--- src/bbsr_regs.svh ---
// constants of the bidirectional bus shift register
`ifndef BBSR_REGS_SVH
`define BBSR_REGS_SVH

`define BBSR_WIDTH      8
`define BBSR_LAST_STAGE 7
`define BBSR_RESET_VAL  8'h00
`define BBSR_FIFO_DEPTH 16
`define BBSR_SYNC_W     22

`endif

--- src/bbsr_pkg.sv ---
// types and mode decode of the bidirectional bus shift register
`default_nettype none
package bbsr_pkg;

    typedef enum logic [1:0] {
        MODE_SERIAL,
        MODE_PAR_CLOCKED,
        MODE_PAR_FOLLOW
    } bbsr_mode_t;

    // asynchronous select only counts in parallel mode
    function automatic bbsr_mode_t bbsr_decode_mode(input logic par_sel, input logic async_sel);
        if (!par_sel) begin
            return MODE_SERIAL;
        end
        return async_sel ? MODE_PAR_FOLLOW : MODE_PAR_CLOCKED;
    endfunction

endpackage
`default_nettype wire

--- src/bbsr_fifo.sv ---
// shifting fifo with the head word held in a flip-flop
`timescale 1ns/10ps
`default_nettype none
module bbsr_fifo #(
    parameter int WIDTH = 8,
    parameter int DEPTH = 16
) (
    input  wire logic             clk_i,
    input  wire logic             reset_n_i,
    input  wire logic             in_valid_i,
    output logic                  in_ready_o,
    input  wire logic [WIDTH-1:0] in_data_i,
    output logic                  out_valid_o,
    input  wire logic             out_ready_i,
    output logic      [WIDTH-1:0] out_data_o
);
    localparam int CW = $clog2(DEPTH + 1);

    logic [WIDTH-1:0] mem_ff [DEPTH];
    logic [CW-1:0]    count_ff;
    logic [CW-1:0]    nxt_count;
    logic             valid_ff;
    logic             push;
    logic             pop;

    assign in_ready_o = (count_ff != CW'(DEPTH));
    assign push       = in_valid_i && in_ready_o;
    assign pop        = valid_ff && out_ready_i;

    always_comb begin
        nxt_count = count_ff;
        if (push && !pop) begin
            nxt_count = count_ff + CW'(1);
        end else if (pop && !push) begin
            nxt_count = count_ff - CW'(1);
        end
    end

    always_ff @(posedge clk_i or negedge reset_n_i) begin
        if (!reset_n_i) begin
            count_ff <= '0;
            valid_ff <= 1'b0;
        end else begin
            count_ff <= nxt_count;
            valid_ff <= (nxt_count != '0);
        end
    end

    // entries move one place toward the head on each pop
    always_ff @(posedge clk_i or negedge reset_n_i) begin
        if (!reset_n_i) begin
            for (int i = 0; i < DEPTH; i++) begin
                mem_ff[i] <= '0;
            end
        end else begin
            for (int i = 0; i < DEPTH; i++) begin
                if (pop) begin
                    if (push && (CW'(i) == count_ff - CW'(1))) begin
                        mem_ff[i] <= in_data_i;
                    end else if (i < DEPTH - 1) begin
                        mem_ff[i] <= mem_ff[i+1];
                    end
                end else if (push && (CW'(i) == count_ff)) begin
                    mem_ff[i] <= in_data_i;
                end
            end
        end
    end

    assign out_valid_o = valid_ff;
    assign out_data_o  = mem_ff[0];
endmodule
`default_nettype wire

--- src/bbsr_sync.sv ---
// two-flop synchroniser for a vector of pin levels
`timescale 1ns/10ps
`default_nettype none
module bbsr_sync #(
    parameter int W = 1
) (
    input  wire logic         clk_i,
    input  wire logic         reset_n_i,
    input  wire logic [W-1:0] d_i,
    output logic      [W-1:0] q_o
);
    logic [W-1:0] meta_ff;
    logic [W-1:0] q_ff;

    always_ff @(posedge clk_i or negedge reset_n_i) begin
        if (!reset_n_i) begin
            meta_ff <= '0;
            q_ff    <= '0;
        end else begin
            meta_ff <= d_i;
            q_ff    <= meta_ff;
        end
    end

    assign q_o = q_ff;
endmodule
`default_nettype wire

--- src/bbsr_top.sv ---
// eight-stage register between two parallel buses with serial input
// Function
// - serial mode shifts on clock, ignores async select
// - serial, direction low, enable low: A floats
// - serial, direction low, enable high: drive A
// - serial, direction high: drive B always
// - parallel B clocked load, A floats
// - parallel B follow load, A floats
// - direction high, enable low, clocked: recirculate, drive B
// - direction high, enable low, async: hold, drive B
// - enable high: clocked B load, drive A
// - enable high: follow B load, drive A
// - enable, direction high: clocked A load, drive B
// - all high: follow A load, drive B
`timescale 1ns/10ps
`default_nettype none
`include "bbsr_regs.svh"
module bbsr_top (
    input  wire logic                   CLK_SYS_I,
    input  wire logic                   RESET_N_I,
    input  wire logic                   SHIFT_CLK_I,
    input  wire logic                   SER_DATA_I,
    input  wire logic                   PAR_SER_SEL_I,
    input  wire logic                   DIR_SEL_I,
    input  wire logic                   ASYNC_SEL_I,
    input  wire logic                   SIDE_A_DRIVE_ENABLE_I,
    input  wire logic [`BBSR_WIDTH-1:0] A_DATA_I,
    output logic      [`BBSR_WIDTH-1:0] A_DATA_O,
    output logic                        A_OE_O,
    input  wire logic [`BBSR_WIDTH-1:0] B_DATA_I,
    output logic      [`BBSR_WIDTH-1:0] B_DATA_O,
    output logic                        B_OE_O,
    output logic                        SER_OUT_O,
    output logic      [`BBSR_WIDTH-1:0] SNAP_DATA_O,
    output logic                        SNAP_VALID_O,
    input  wire logic                   SNAP_READY_I
);
    logic [`BBSR_SYNC_W-1:0] pins_s;
    logic                    clk_s;
    logic                    ser_s;
    logic                    par_s;
    logic                    dir_s;
    logic                    as_s;
    logic                    a_en_s;
    logic [`BBSR_WIDTH-1:0]  a_s;
    logic [`BBSR_WIDTH-1:0]  b_s;

    logic                    clk_d_ff;
    logic                    pend_ff;
    logic [`BBSR_WIDTH-1:0]  stage_ff;
    logic [`BBSR_WIDTH-1:0]  nxt_stage;
    logic [`BBSR_WIDTH-1:0]  par_src;
    logic                    a_oe_ff;
    logic                    b_oe_ff;
    logic                    edge_any;
    logic                    clocked;
    logic                    go;
    logic                    fifo_ready;
    bbsr_pkg::bbsr_mode_t    mode;

    // every pin level except RESET_N_I and SNAP_READY_I passes two flops before use
    bbsr_sync #(
        .W         (`BBSR_SYNC_W)
    ) u_sync (
        .clk_i     (CLK_SYS_I),
        .reset_n_i (RESET_N_I),
        .d_i       ({SHIFT_CLK_I, SER_DATA_I, PAR_SER_SEL_I, DIR_SEL_I,
                     ASYNC_SEL_I, SIDE_A_DRIVE_ENABLE_I, A_DATA_I, B_DATA_I}),
        .q_o       (pins_s)
    );

    assign {clk_s, ser_s, par_s, dir_s, as_s, a_en_s, a_s, b_s} = pins_s;

    assign mode = bbsr_pkg::bbsr_decode_mode(par_s, as_s);

    // rising edge of the shift clock
    always_ff @(posedge CLK_SYS_I or negedge RESET_N_I) begin
        if (!RESET_N_I) begin
            clk_d_ff <= 1'b0;
        end else begin
            clk_d_ff <= clk_s;
        end
    end

    assign clocked  = (mode != bbsr_pkg::MODE_PAR_FOLLOW);
    assign edge_any = (clk_s && !clk_d_ff) || pend_ff;
    // a clocked update waits while the snapshot fifo is full
    assign go       = clocked && edge_any && fifo_ready;

    // held edge is dropped on entering follow mode so none leaks into serial
    always_ff @(posedge CLK_SYS_I or negedge RESET_N_I) begin
        if (!RESET_N_I) begin
            pend_ff <= 1'b0;
        end else begin
            pend_ff <= clocked && edge_any && !fifo_ready;
        end
    end

    // parallel source: B toward A, A toward B, or own value
    always_comb begin
        if (!dir_s) begin
            par_src = b_s;
        end else if (a_en_s) begin
            par_src = a_s;
        end else begin
            par_src = stage_ff;
        end
    end

    always_comb begin
        nxt_stage = stage_ff;
        unique case (mode)
            bbsr_pkg::MODE_SERIAL: begin
                if (go) begin
                    nxt_stage = {stage_ff[`BBSR_LAST_STAGE-1:0], ser_s};
                end
            end
            bbsr_pkg::MODE_PAR_CLOCKED: begin
                if (go) begin
                    nxt_stage = par_src;
                end
            end
            bbsr_pkg::MODE_PAR_FOLLOW: begin
                nxt_stage = par_src;
            end
        endcase
    end

    always_ff @(posedge CLK_SYS_I or negedge RESET_N_I) begin
        if (!RESET_N_I) begin
            stage_ff <= `BBSR_RESET_VAL;
        end else begin
            stage_ff <= nxt_stage;
        end
    end

    // side A driven only with enable high and direction low
    always_ff @(posedge CLK_SYS_I or negedge RESET_N_I) begin
        if (!RESET_N_I) begin
            a_oe_ff <= 1'b0;
            b_oe_ff <= 1'b0;
        end else begin
            a_oe_ff <= a_en_s && !dir_s;
            b_oe_ff <= dir_s;
        end
    end

    assign A_DATA_O  = stage_ff;
    assign B_DATA_O  = stage_ff;
    assign A_OE_O    = a_oe_ff;
    assign B_OE_O    = b_oe_ff;
    assign SER_OUT_O = stage_ff[`BBSR_LAST_STAGE];

    // each clocked update leaves a snapshot of the new contents
    bbsr_fifo #(
        .WIDTH       (`BBSR_WIDTH),
        .DEPTH       (`BBSR_FIFO_DEPTH)
    ) u_fifo (
        .clk_i       (CLK_SYS_I),
        .reset_n_i   (RESET_N_I),
        .in_valid_i  (go),
        .in_ready_o  (fifo_ready),
        .in_data_i   (nxt_stage),
        .out_valid_o (SNAP_VALID_O),
        .out_ready_i (SNAP_READY_I),
        .out_data_o  (SNAP_DATA_O)
    );

    logic [`BBSR_WIDTH-1:0] chk_prev_ff;

    always_ff @(posedge CLK_SYS_I or negedge RESET_N_I) begin
        if (!RESET_N_I) begin
            chk_prev_ff <= `BBSR_RESET_VAL;
        end else begin
            chk_prev_ff <= stage_ff;
        end
    end

    chk_serial_shift: assert property (
        @(posedge CLK_SYS_I) disable iff (!RESET_N_I)
        (!par_s && go)
        |=> (SER_OUT_O == chk_prev_ff[`BBSR_LAST_STAGE-1])
            && (A_DATA_O[`BBSR_LAST_STAGE:1] == chk_prev_ff[`BBSR_LAST_STAGE-1:0])
            && (A_DATA_O[0] == $past(ser_s))
    ) else $error("serial shift did not move the stages by one");

    chk_serial_idle: assert property (
        @(posedge CLK_SYS_I) disable iff (!RESET_N_I)
        (!par_s && !go) |=> $stable(stage_ff)
    ) else $error("serial mode changed contents without a clock edge");

    chk_a_float: assert property (
        @(posedge CLK_SYS_I) disable iff (!RESET_N_I)
        (!a_en_s || dir_s) |=> !A_OE_O
    ) else $error("side A driven while it should float");

    chk_a_drive: assert property (
        @(posedge CLK_SYS_I) disable iff (!RESET_N_I)
        (a_en_s && !dir_s) |=> A_OE_O && !B_OE_O
    ) else $error("side A not driven with enable high and direction low");

    chk_b_drive: assert property (
        @(posedge CLK_SYS_I) disable iff (!RESET_N_I)
        dir_s ##1 dir_s |-> B_OE_O && !A_OE_O
    ) else $error("side B not driven with direction high");

    chk_clocked_b: assert property (
        @(posedge CLK_SYS_I) disable iff (!RESET_N_I)
        (par_s && !as_s && !dir_s && go) |=> B_DATA_O == $past(b_s)
    ) else $error("clocked load from side B missed");

    chk_follow_b: assert property (
        @(posedge CLK_SYS_I) disable iff (!RESET_N_I)
        (par_s && as_s && !dir_s) [*2] |=> A_DATA_O == $past(b_s)
    ) else $error("contents do not follow side B");

    chk_recirculate: assert property (
        @(posedge CLK_SYS_I) disable iff (!RESET_N_I)
        (par_s && dir_s && !a_en_s) |=> $stable(stage_ff)
    ) else $error("recirculating stages changed value");

    chk_clocked_a: assert property (
        @(posedge CLK_SYS_I) disable iff (!RESET_N_I)
        (par_s && !as_s && dir_s && a_en_s && go) |=> B_DATA_O == $past(a_s)
    ) else $error("clocked load from side A missed");

    chk_follow_a: assert property (
        @(posedge CLK_SYS_I) disable iff (!RESET_N_I)
        (par_s && as_s && dir_s && a_en_s) |=> B_DATA_O == $past(a_s)
    ) else $error("contents do not follow side A");

    chk_clocked_wait: assert property (
        @(posedge CLK_SYS_I) disable iff (!RESET_N_I)
        (par_s && !as_s && !go) |=> $stable(stage_ff)
    ) else $error("clocked parallel load without a clock edge");

    chk_edge_served: assert property (
        @(posedge CLK_SYS_I) disable iff (!RESET_N_I)
        (clk_s && !clk_d_ff && !as_s && fifo_ready) |-> go
    ) else $error("shift clock edge not taken with room in the fifo");

    chk_oe_exclusive: assert property (
        @(posedge CLK_SYS_I) disable iff (!RESET_N_I)
        !(A_OE_O && B_OE_O)
    ) else $error("both sides driven at once");

    chk_serial_float: assert property (
        @(posedge CLK_SYS_I) disable iff (!RESET_N_I)
        (!par_s && !dir_s && !a_en_s) |=> !A_OE_O && !B_OE_O
    ) else $error("serial mode drove a side with direction and enable low");

    chk_serial_async: assert property (
        @(posedge CLK_SYS_I) disable iff (!RESET_N_I)
        (!par_s && as_s && go) |=> (A_DATA_O[0] == $past(ser_s))
    ) else $error("serial shift disturbed by the async select");

    chk_serial_cascade: assert property (
        @(posedge CLK_SYS_I) disable iff (!RESET_N_I)
        (!par_s && go) |=> (SER_OUT_O == $past(A_DATA_O[`BBSR_LAST_STAGE-1]))
    ) else $error("cascade output did not take the stage before it");

    chk_b_input: assert property (
        @(posedge CLK_SYS_I) disable iff (!RESET_N_I)
        !dir_s |=> !B_OE_O
    ) else $error("side B driven while it is the input");

    chk_par_b_float: assert property (
        @(posedge CLK_SYS_I) disable iff (!RESET_N_I)
        (par_s && !dir_s && !a_en_s) |=> !A_OE_O && !B_OE_O
    ) else $error("a side driven while loading B with A disabled");

    chk_a_ignored: assert property (
        @(posedge CLK_SYS_I) disable iff (!RESET_N_I)
        (par_s && !as_s && dir_s && !a_en_s && go) |=> (B_DATA_O == $past(B_DATA_O))
    ) else $error("clocked recirculation took side A");

    chk_follow_hold: assert property (
        @(posedge CLK_SYS_I) disable iff (!RESET_N_I)
        (par_s && as_s && dir_s && !a_en_s) |=> (B_DATA_O == $past(B_DATA_O))
    ) else $error("follow recirculation changed the contents");

    chk_follow_quiet: assert property (
        @(posedge CLK_SYS_I) disable iff (!RESET_N_I)
        (par_s && as_s) |-> !go
    ) else $error("follow transfer made a clocked update");

    chk_update_snapshot: assert property (
        @(posedge CLK_SYS_I) disable iff (!RESET_N_I)
        go |=> SNAP_VALID_O
    ) else $error("clocked update left no snapshot");

    chk_edge_kept: assert property (
        @(posedge CLK_SYS_I) disable iff (!RESET_N_I)
        (clk_s && !clk_d_ff && clocked && !fifo_ready) |=> pend_ff
    ) else $error("shift clock edge lost while the fifo was full");

    chk_pend_served: assert property (
        @(posedge CLK_SYS_I) disable iff (!RESET_N_I)
        (pend_ff && SNAP_READY_I && clocked) |-> ##[1:2] !pend_ff
    ) else $error("held shift clock edge not served after a pop");

endmodule
`default_nettype wire

--- config.mk ---
export PLATFORM = sky130hd
export DESIGN_NAME = bbsr_top
export DESIGN_NICKNAME = d
export VERILOG_FILES = /design/src/bbsr_pkg.sv /design/src/bbsr_fifo.sv /design/src/bbsr_sync.sv /design/src/bbsr_top.sv
export VERILOG_INCLUDE_DIRS = /design/src
export SDC_FILE = /design/constraint.sdc
export NUM_CORES = 1
export LEC_CHECK = 0
export ABC_AREA = 1
export BUFFER_PORTS_ARGS = -buffer_cell sky130_fd_sc_hd__buf_2
export CELL_PAD_IN_SITES_DETAIL_PLACEMENT = 0
export CELL_PAD_IN_SITES_GLOBAL_PLACEMENT = 1
export CORE_MARGIN = 1.5
export CORE_UTILIZATION = 46
export CTS_BUF_LIST = sky130_fd_sc_hd__clkbuf_16
export DETAILED_ROUTE_END_ITERATION = 8
export GPL_TIMING_DRIVEN = 0
export PLACE_DENSITY = 0.84
export SYNTH_ARGS = -nofsm -noshare
export SYNTH_HDL_FRONTEND = slang
export SYNTH_SLANG_ARGS = --single-unit
--- constraint.sdc ---
create_clock -name CLK_SYS_I -period 2.5 [get_ports CLK_SYS_I]
set_clock_uncertainty 0.05 [all_clocks]
set_input_delay 0.25 -clock CLK_SYS_I [delete_from_list [all_inputs] [get_ports CLK_SYS_I]]
set_output_delay 0.25 -clock CLK_SYS_I [all_outputs]
set_load 0.02 [all_outputs]
==> qor.yml, run 1 <==
layout:
  syn_to_final_growth_pct: 16.4
  nets: 1438
  fill_cells: 2093
  layout-drive-gt1-share_pct: 19.1
  antenna_cells: 0
logic_synthesis:
  muxShareOfSynthArea_pct: 0
  synth_nets: 1342
  yosysSeqAreaShare_pct: 46.9
  yosys.area_share.simple_pct: 34.1
  yosysWarnings: 0
  synth_flop_cell: "dfrtp_1"
  synth_edf_count: 0
  synth_xor_xnor_area_share_pct: 0.333
  synth_compound_area_share_pct: 7.50
  yosys.area.top_type_share_pct: 46.9
  synth_top_family_by_area: "simple AND/OR/NAND/NOR gates"
  syn_inst: 1310
  ys_ff_latch: 190
  yosysMostFrequentCell: "nand2_1"
  synthArstFlopShare_pct: 100
  synth.avg_cell_area_um2: 7.74
  synth_common_cells: "nand2_1 (360), dfrtp_1 (190), nand3_1 (168)"
  netlist_area_mm2: 0.0101
  ys_types: 33
  ys_top_cells_by_area: "dfrtp_1 (47%), nand2_1 (13%), nand3_1 (8.3%), inv_1 (6.0%), nor2_1 (4.5%)"
  synth_top_cell_by_area: "dfrtp_1"
  synthAdderAreaFrac_pct: 0.864
clocking:
  clk_pin_slew_ps: 90
  cts_tree: "built"
  clock_path_buffers: 2
  htreeDepth: 4
  clock_sinks: 190
  cts_root_buf: "clkbuf_16"
  insertion_delay_ps: 470
  cts_made_buffers: 17
outcome:
  status: "finished clean"
run:
  maxCapViolCount: 0
grt:
  grt_max_degree: 110
  overflow: 0
  grt_pass1_wl_mm: 43.8
  grt_pass1_vias: 8096
  antenna_found_initial: 0
  grt_usage_pct: 25.3
timing:
  tightest_slew_ps: 948
  drv_slew: 0
  tns_ps: 0
  fin_crit_sh_pct: 95.0
  fmax_mhz: 421
  grt_setup_unrepaired: "true"
  finalHoldViolCount: 0
  setup-violations-final: 0
  slew_headroom_pct: 36.6
  period_needed_ps: 2380
floorplanning:
  rows: 54
  coreArea_mm2: 0.0217
  initial_core_util_pct: 46.7
  die_w_um: 151
  die_area_mm2: 0.0229
  die_h_um: 151
  pin_count: 53
placement:
  post-dp-hpwl_mm: 18.7
  port_buffers: 52
  routabilityCongestion: 0.883
detailed_routing:
  drt_iter0_markers: 585
  vias: 8641
  routed_wl_mm: 27.1
  drt-pass1-iter-count: 5
  route.detailed.drc: 0
  drtAntennaViolNets: 0
  wl_per_cell_um: 16.0
  routed_via_density: 5.09
setup_path:
  cp.arrival_ps: 2680
  crit_type: "reg -> reg"
  end_kind: "register"
  reg2reg_depth: 11
  cp_num_buf_inv: 2
  path_cells: "inv_1 -> ha_1 -> nand3_4 -> nand3_4 -> buf_8 -> nor2_4 -> nand2_2 -> nand2_4 -> nand4_1 -> nand2_1 -> nand2_1"
  worstSetupStartpointType: "register"
  slowest_stage: "dfrtp_2"
  cp_top_family: "simple AND/OR/NAND/NOR gates"
  required_ps: 2800
  crit_path_max_fanout: 10
  crit_cells: 11
  cp_slowest_stage_delay_ps: 450
power:
  peakVddDrop_uv: 533
  p_per_area_mw_per_mm2: 1140
  p_leak_nw: 6.19
  total_power_mw: 13.5
min_path:
  hold_class: "in -> async"
[metal layers]
layer  global-route usage [%]  routed length [um]
met1                     33.4               12100
met2                     43.0               13400
met3                     3.86                1100
met4                     7.14                 462
met5                        0                   0
[final cells by class]
class / count / area (um2) / share of cell area, %
Buffer: 66 / 438 / 3.71
Clock buffer: 17 / 425 / 3.60
Clock inverter: 15 / 234 / 1.98
Inverter: 166 / 623 / 5.28
Multi-Input combinational cell: 888 / 4440 / 37.6
Sequential cell: 190 / 4760 / 40.3
Tap cell: 280 / 350 / 2.97
Timing Repair Buffer: 77 / 536 / 4.54
[sequential cells by signal, summed over array words and instances, names as in the netlist]
register	count
B_OE_O	1
u_fifo.count_ff	5
clk_d_ff	1
u_fifo.out_data_o	8
u_fifo.out_valid_o	1
u_fifo.mem_ff	120
u_sync.meta_ff	22
A_DATA_O	8
pend_ff	1
u_sync.q_o	22
A_OE_O	1
[metrics by stage]
step | std cells | worst slack, ps | cell area [um2] | util, % | hold WS [ps]
CTS | 1698 | 11.2 | 11700 | 53.9 | 305
global placement | 1642 | -2040 | 10700 | 49.6 | 281
floorplan | 1310 | 518 | 10100 | - | -95.6
global route | 1699 | -25.3 | 11800 | 54.4 | 311
finish | 1699 | 124 | 11800 | 54.4 | 295
detailed placement | 1643 | -29.1 | 10800 | 49.7 | 242
[cells by family after synthesis]
group	Yosys count
fa+ha+maj	7
flops	190
simple gates	759
buf+inv	232
compound gates	119
xor+xnor	3
[worst paths after layout]
path	start	to	slack, ps
max in group asynchronous	RESET_N_I	u_sync.meta_ff[5]	1120
worst max-delay path	u_fifo.count_ff[0]	u_fifo.out_data_o[6]	120
min in group CLK_SYS_I	u_sync.meta_ff[16]	u_sync.q_o[16]	300
worst min-delay path	RESET_N_I	u_fifo.mem_ff[98]	290
worst max register to register	u_fifo.count_ff[0]	u_fifo.out_data_o[6]	120
worst min register to register	u_sync.meta_ff[16]	u_sync.q_o[16]	300
[power breakdown]
part	total, mW	switching [mW]	internal (mW)
Clock	2.99	1.56	1.44
Combinational	5.55	3.54	2.01
Sequential	4.95	0.718	4.23
Total	13.5	5.82	7.68
[placed cells by master, fill, tap and decap left out, drive strengths merged]
cell and n:
nand4 15, inv 176, o21ai 11, a21oi 108, nor4 1, xor2 2
xnor2 1, nand3 183, nor2 131, nand3b 10, clkbuf 33, ha 7
nor3 1, or2 8, buf 104, nand2 410, clkinv 5, dlygate4sd3 23
dfrtp 190
[timing repair]
item,4_1_cts,5_1_grt
hold buffers,23,0
pin swaps,0,1
endpoints found under the hold margin,103,0
endpoints found under the setup margin,43,103
gates resized for setup,3,30
buffers inserted,0,1
[worst register-to-register path: stages, from the launching register on]
cell	delay (ps)
dfrtp_2	450
inv_1	110
ha_1	270
nand3_4	180
nand3_4	150
buf_8	190
nor2_4	240
nand2_2	220
nand2_4	170
nand4_1	90
nand2_1	110
nand2_1	50
Note: power is estimated with default switching activity, not from simulation.
==> run 2: changes to the inputs <==
Settings changed: BUFFER_PORTS_ARGS -buffer_cell sky130_fd_sc_hd__buf_2 to not set, CORE_UTILIZATION 46 to 45, DONT_BUFFER_PORTS set to 1, PLACE_DENSITY 0.84 to 0.8.
==> run 2 against run 1 <==
The run now ends with DRC, hold timing left; maximum frequency is 0.90% higher; core utilization is 1.9 points lower; via count is 1.8% lower; worst setup slack better by 21 ps; first-iteration DRC count is 10% lower; critical path type unchanged; critical endpoint is now u_fifo.mem_ff[22]; highest routed layer unchanged.
==> qor.yml, run 2 (same netlist as run 1, synthesis figures left out) <==
floorplanning:
  pin_count: 53
  rows: 54
  die_area_mm2: 0.0234
  die_h_um: 153
  coreArea_mm2: 0.0220
  initial_core_util_pct: 46.2
  die_w_um: 153
timing:
  tightest_slew_ps: 940
  tns_ps: 0
  grt_setup_unrepaired: "false"
  setup-violations-final: 0
  whs_ps: -559
  period_needed_ps: 2350
  fin_crit_sh_pct: 94.2
  drv_slew: 0
  slew_headroom_pct: 37.1
  fmax_mhz: 425
  finalHoldViolCount: 190
  setup_ws_ps: 145
layout:
  most-common-layout-cells: "nand2_1 (360), dfrtp_1 (188), nand3_1 (168)"
  fill_cells: 2178
  fin_cells: 1648
  final_core_util_pct: 52.6
  antenna_cells: 0
  syn_to_final_growth_pct: 13.9
  final-seq-area_mm2: 0.00476
  layout-drive-gt1-share_pct: 16.1
  multi_input_area_mm2: 0.00446
  layout_commonest_cell: "nand2_1"
  largest_reg_flops: 120
  regMostFlops: "u_fifo.mem_ff"
  stdcell_area_mm2: 0.0115
  nets: 1387
run:
  maxCapViolCount: 0
placement:
  port_buffers: 0
  pre_cts_slack_ps: -77.8
  placed_cell_area_mm2: 0.0105
  post-dp-hpwl_mm: 18.7
  routabilityCongestion: 0.924
  dp_cells: 1590
setup_path:
  crit_type: "reg -> reg"
  reg2reg_depth: 12
  r2r_end: "u_fifo.mem_ff[22]"
  reg2reg_from: "u_fifo.count_ff[1]"
  r2r_slack_ps: 150
  crit_path_max_fanout: 10
  end_kind: "register"
  required_ps: 2840
  cp.arrival_ps: 2690
  worstSetupStartpointType: "register"
detailed_routing:
  route.detailed.drc: 2
  drt-pass1-iter-count: 8
  drtAntennaViolNets: 0
  routed_wl_mm: 27.4
  wl_per_cell_um: 16.6
  drt_iter0_markers: 525
  routed_via_density: 5.15
  vias: 8486
grt:
  antenna_found_initial: 0
  grt_max_degree: 191
  grt_pass1_wl_mm: 44.6
  overflow: 0
  grt_usage_pct: 24.5
  grt_pass1_vias: 8326
min_path:
  hold_class: "in -> async"
power:
  total_power_mw: 13.4
  p_leak_nw: 6.01
  peakVddDrop_uv: 496
  p_per_area_mw_per_mm2: 1160
clocking:
  clk_pin_slew_ps: 90
  cts_root_buf: "clkbuf_16"
  htreeDepth: 4
  clock_sinks: 190
  clock_path_buffers: 2
  hold_buffers: 22
  insertion_delay_ps: 460
  cts_made_buffers: 17
  cts_tree: "built"
outcome:
  violations: "DRC, hold timing"
  status: "finished with violations"
-- run 2: area by class of cell --
type / instances / area share [%]
clock inverters: 15 / 1.97
multi-input cells: 888 / 38.7
plain buffers: 66 / 3.75
repair buffers: 26 / 2.28
well taps: 280 / 3.04
inverters: 166 / 5.40
clock buffers: 17 / 3.69
flip-flops and latches: 190 / 41.2
-- run 2: layer usage --
metal | vias up | global-route usage [%] | share of wire, %
met5 | - | 0 | 0
met4 | 0 | 7.80 | 1.8
met3 | 29 | 3.66 | 4.0
met2 | 180 | 40.3 | 48
met1 | 4099 | 33.3 | 46
li1 | 4178 | - | -
-- run 2: critical path, cell delays in order (launching register included) --
cell and delay (ps):
dfrtp_2 470, inv_1 140, ha_2 250, nand3_4 170
nand3_4 170, buf_8 170, nand2_1 70, nand2_2 90
nand2_4 120, nand3_2 110, buf_6 250, nand2_2 70
a21oi_2 130
-- run 2: worst max-delay path by stage --
stage	cells after the start	to	start
floorplan	11	u_fifo.mem_ff[62]	u_fifo.count_ff[0]
global placement	8	u_fifo.mem_ff[10]	u_fifo.out_valid_o
detailed placement	9	u_fifo.mem_ff[14]	u_fifo.out_valid_o
CTS	11	u_fifo.out_data_o[0]	u_fifo.count_ff[0]
global route	12	u_fifo.mem_ff[44]	u_fifo.count_ff[1]
finish	12	u_fifo.mem_ff[22]	u_fifo.count_ff[1]
-- run 2: where the power goes --
part	total [mW]	switching [mW]	internal, mW
Clock	2.96	1.54	1.43
Sequential	5.00	0.770	4.23
Combinational	5.40	3.45	1.95
-- run 2: timing repair --
action,in CTS,in global routing
gates resized for setup,10,22
pin swaps,0,4
hold endpoints to repair,212,190
setup endpoints to repair,107,108
buffers inserted,0,4
==> run 3: changes to the inputs <==
Settings changed: CORE_UTILIZATION 45 to 48, PLACE_DENSITY 0.8 to 0.84, SETUP_SLACK_MARGIN set to 0.4.
==> run 3 against run 2 <==
The flow finishes with violations (hold timing); sequential cell count stayed put; register-to-register slack better by 230 ps; clock-buffer cell count unchanged; core utilization rose by 7.7 points; cell count is 1.6% higher; clock power is 4% lower; design area rose by 7.0%; critical path type unchanged.
==> qor.yml, run 3 (same netlist as run 1, synthesis figures left out) <==
placement:
  routabilityCongestion: 0.938
  port_buffers: 0
  dp_cells: 1580
  pre_cts_slack_ps: -77.3
  post-dp-hpwl_mm: 18.2
timing:
  setup-violations-final: 0
  tightest_slew_ps: 557
  grt_setup_unrepaired: "true"
  whs_ps: -568
  fmax_mhz: 472
  slew_headroom_pct: 62.9
  setup_ws_ps: 380
  drv_slew: 0
  period_needed_ps: 2120
  finalHoldViolCount: 190
  tns_ps: 0
  fin_crit_sh_pct: 84.8
floorplanning:
  rows: 52
  pin_count: 53
  die_w_um: 148
  initial_core_util_pct: 49.5
  die_area_mm2: 0.0220
  die_h_um: 148
  coreArea_mm2: 0.0205
clocking:
  cts_tree: "built"
  cts_root_buf: "clkbuf_16"
  clock_path_buffers: 2
  clk_pin_slew_ps: 80
  clock_sinks: 190
  hold_buffers: 22
  htreeDepth: 4
  insertion_delay_ps: 450
  cts_made_buffers: 17
setup_path:
  r2r_end: "u_fifo.mem_ff[55]"
  reg2reg_depth: 12
  crit_path_max_fanout: 10
  cp.arrival_ps: 2430
  end_kind: "register"
  required_ps: 2810
  reg2reg_from: "u_fifo.count_ff[1]"
  crit_type: "reg -> reg"
  worstSetupStartpointType: "register"
  cp_slowest_stage_delay_ps: 420
  slowest_stage: "dfrtp_2"
  path_cells: "inv_4 -> ha_4 -> nand3_4 -> nand3_4 -> buf_8 -> buf_4 -> nor2_4 -> buf_12 -> nand2_4 -> nand2_4 -> nand2_1 -> a21oi_2"
  r2r_slack_ps: 380
detailed_routing:
  wl_met2_mm: 13.1
  drt-pass1-iter-count: 5
  routed_via_density: 5.21
  routed_wl_mm: 28.0
  drtAntennaViolNets: 0
  drt_iter0_markers: 573
  wl_met1_mm: 12.7
  vias: 8725
  wl_per_cell_um: 16.7
  route.detailed.drc: 0
  highest_layer: "met4"
  wl_met3_mm: 1.46
layout:
  layout-drive-gt1-share_pct: 21.7
  fill_cells: 1881
  final-seq-area_mm2: 0.00476
  regMostFlops: "u_fifo.mem_ff"
  final_core_util_pct: 60.3
  nets: 1422
  syn_to_final_growth_pct: 21.8
  largest_reg_flops: 120
  fin_cells: 1674
  multi_input_area_mm2: 0.00480
  most-common-layout-cells: "nand2_1 (346), dfrtp_1 (187), nand3_1 (163)"
  layout_commonest_cell: "nand2_1"
grt:
  grt_max_degree: 191
  grt_usage_pct: 26.7
  grt_pass1_wl_mm: 45.2
  antenna_found_initial: 1
  grt_pass1_vias: 8413
  overflow: 0
outcome:
  status: "finished with violations"
  violations: "hold timing"
power:
  combPwrFrac_pct: 44.1
  p_leak_nw: 6.41
  p_per_area_mw_per_mm2: 1140
  internal-power_mw: 8.02
  p_switching_mw: 6.02
  peakVddDrop_uv: 585
  clkPwrFrac_pct: 20.3
  swShare_pct: 42.9
  seq_power_share_pct: 35.6
run:
  maxCapViolCount: 0
min_path:
  hold_class: "in -> async"
## run 3: cell count changes in the layout (fill, tap and decap cells not counted), moves of 5 or more
cell	change
nand2_2	-6
nand2_1	-14
nand2_8	+5
nand3_1	-5
clkbuf_4	+8
clkbuf_1	-11
nand2_4	+15
buf_12	+10
buf_4	+27
## run 3: worst max path at each step
stage | start | endpoint | slack, ps | cells past startpoint
2_1_floorplan | u_fifo.count_ff[0] | u_fifo.mem_ff[62] | 520 | 11
3_3_place_gp | u_fifo.count_ff[0] | u_fifo.mem_ff[10] | -100 | 11
3_5_place_dp | u_fifo.count_ff[0] | u_fifo.mem_ff[10] | -80 | 11
4_1_cts | u_fifo.count_ff[1] | u_fifo.mem_ff[17] | 380 | 12
5_1_grt | u_fifo.count_ff[2] | u_fifo.out_valid_o | 300 | 10
6_report | u_fifo.count_ff[1] | u_fifo.mem_ff[55] | 380 | 12
## run 3: critical path, delay by kind of cell (launching register included)
kind	cells	cell delay, ps
and+or+nand+nor	6	670
DFF	1	420
adders and majority gates	1	180
buffers and inverters	4	520
AOI/OAI and AO/OA	1	170
## run 3: repair_timing
item / in CTS / in global routing
gates cloned: 1 / 1
gates resized for setup: 76 / 75
setup endpoints to repair: 141 / 130
pin swaps: 12 / 12
setup buffers: 25 / 12
endpoints found under the hold margin: 212 / 190
## run 3: cell type report
type,instances,share of cell area (%)
flip-flops and latches,190,38.5
well taps,270,2.74
multi-input cells,888,38.9
repair buffers,61,5.34
plain buffers,66,4.28
inverters,166,5.12
clock buffers,17,3.44
diodes,1,0.0203
clock inverters,15,1.65
## run 3: stage by stage
step / instance area [um2] / total power [mW]
finish: 12400 / 14.0
detailed placement: 10500 / 10.2
global placement: 10500 / 10.2
CTS: 11900 / 13.6
global route: 12300 / 15.1
floorplan: 10100 / 8.96
## run 3: power groups by stage
stage,Clock (mW),Sequential (mW),Combinational [mW]
floorplan,0,4.81,4.16
global placement,0,5.03,5.15
detailed placement,0,5.05,5.19
CTS,2.89,4.99,5.73
global route,3.01,5.14,6.93
finish,2.85,5.00,6.19
## run 3: routing by layer
| layer | GRT usage (%) | vias to the layer above |
|---|---|---|
| met1 | 37.3 | 4162 |
| met2 | 43.1 | 256 |
| met3 | 4.14 | 44 |
| li1 | - | 4263 |
| met5 | 0 | - |
| met4 | 7.97 | 0 |
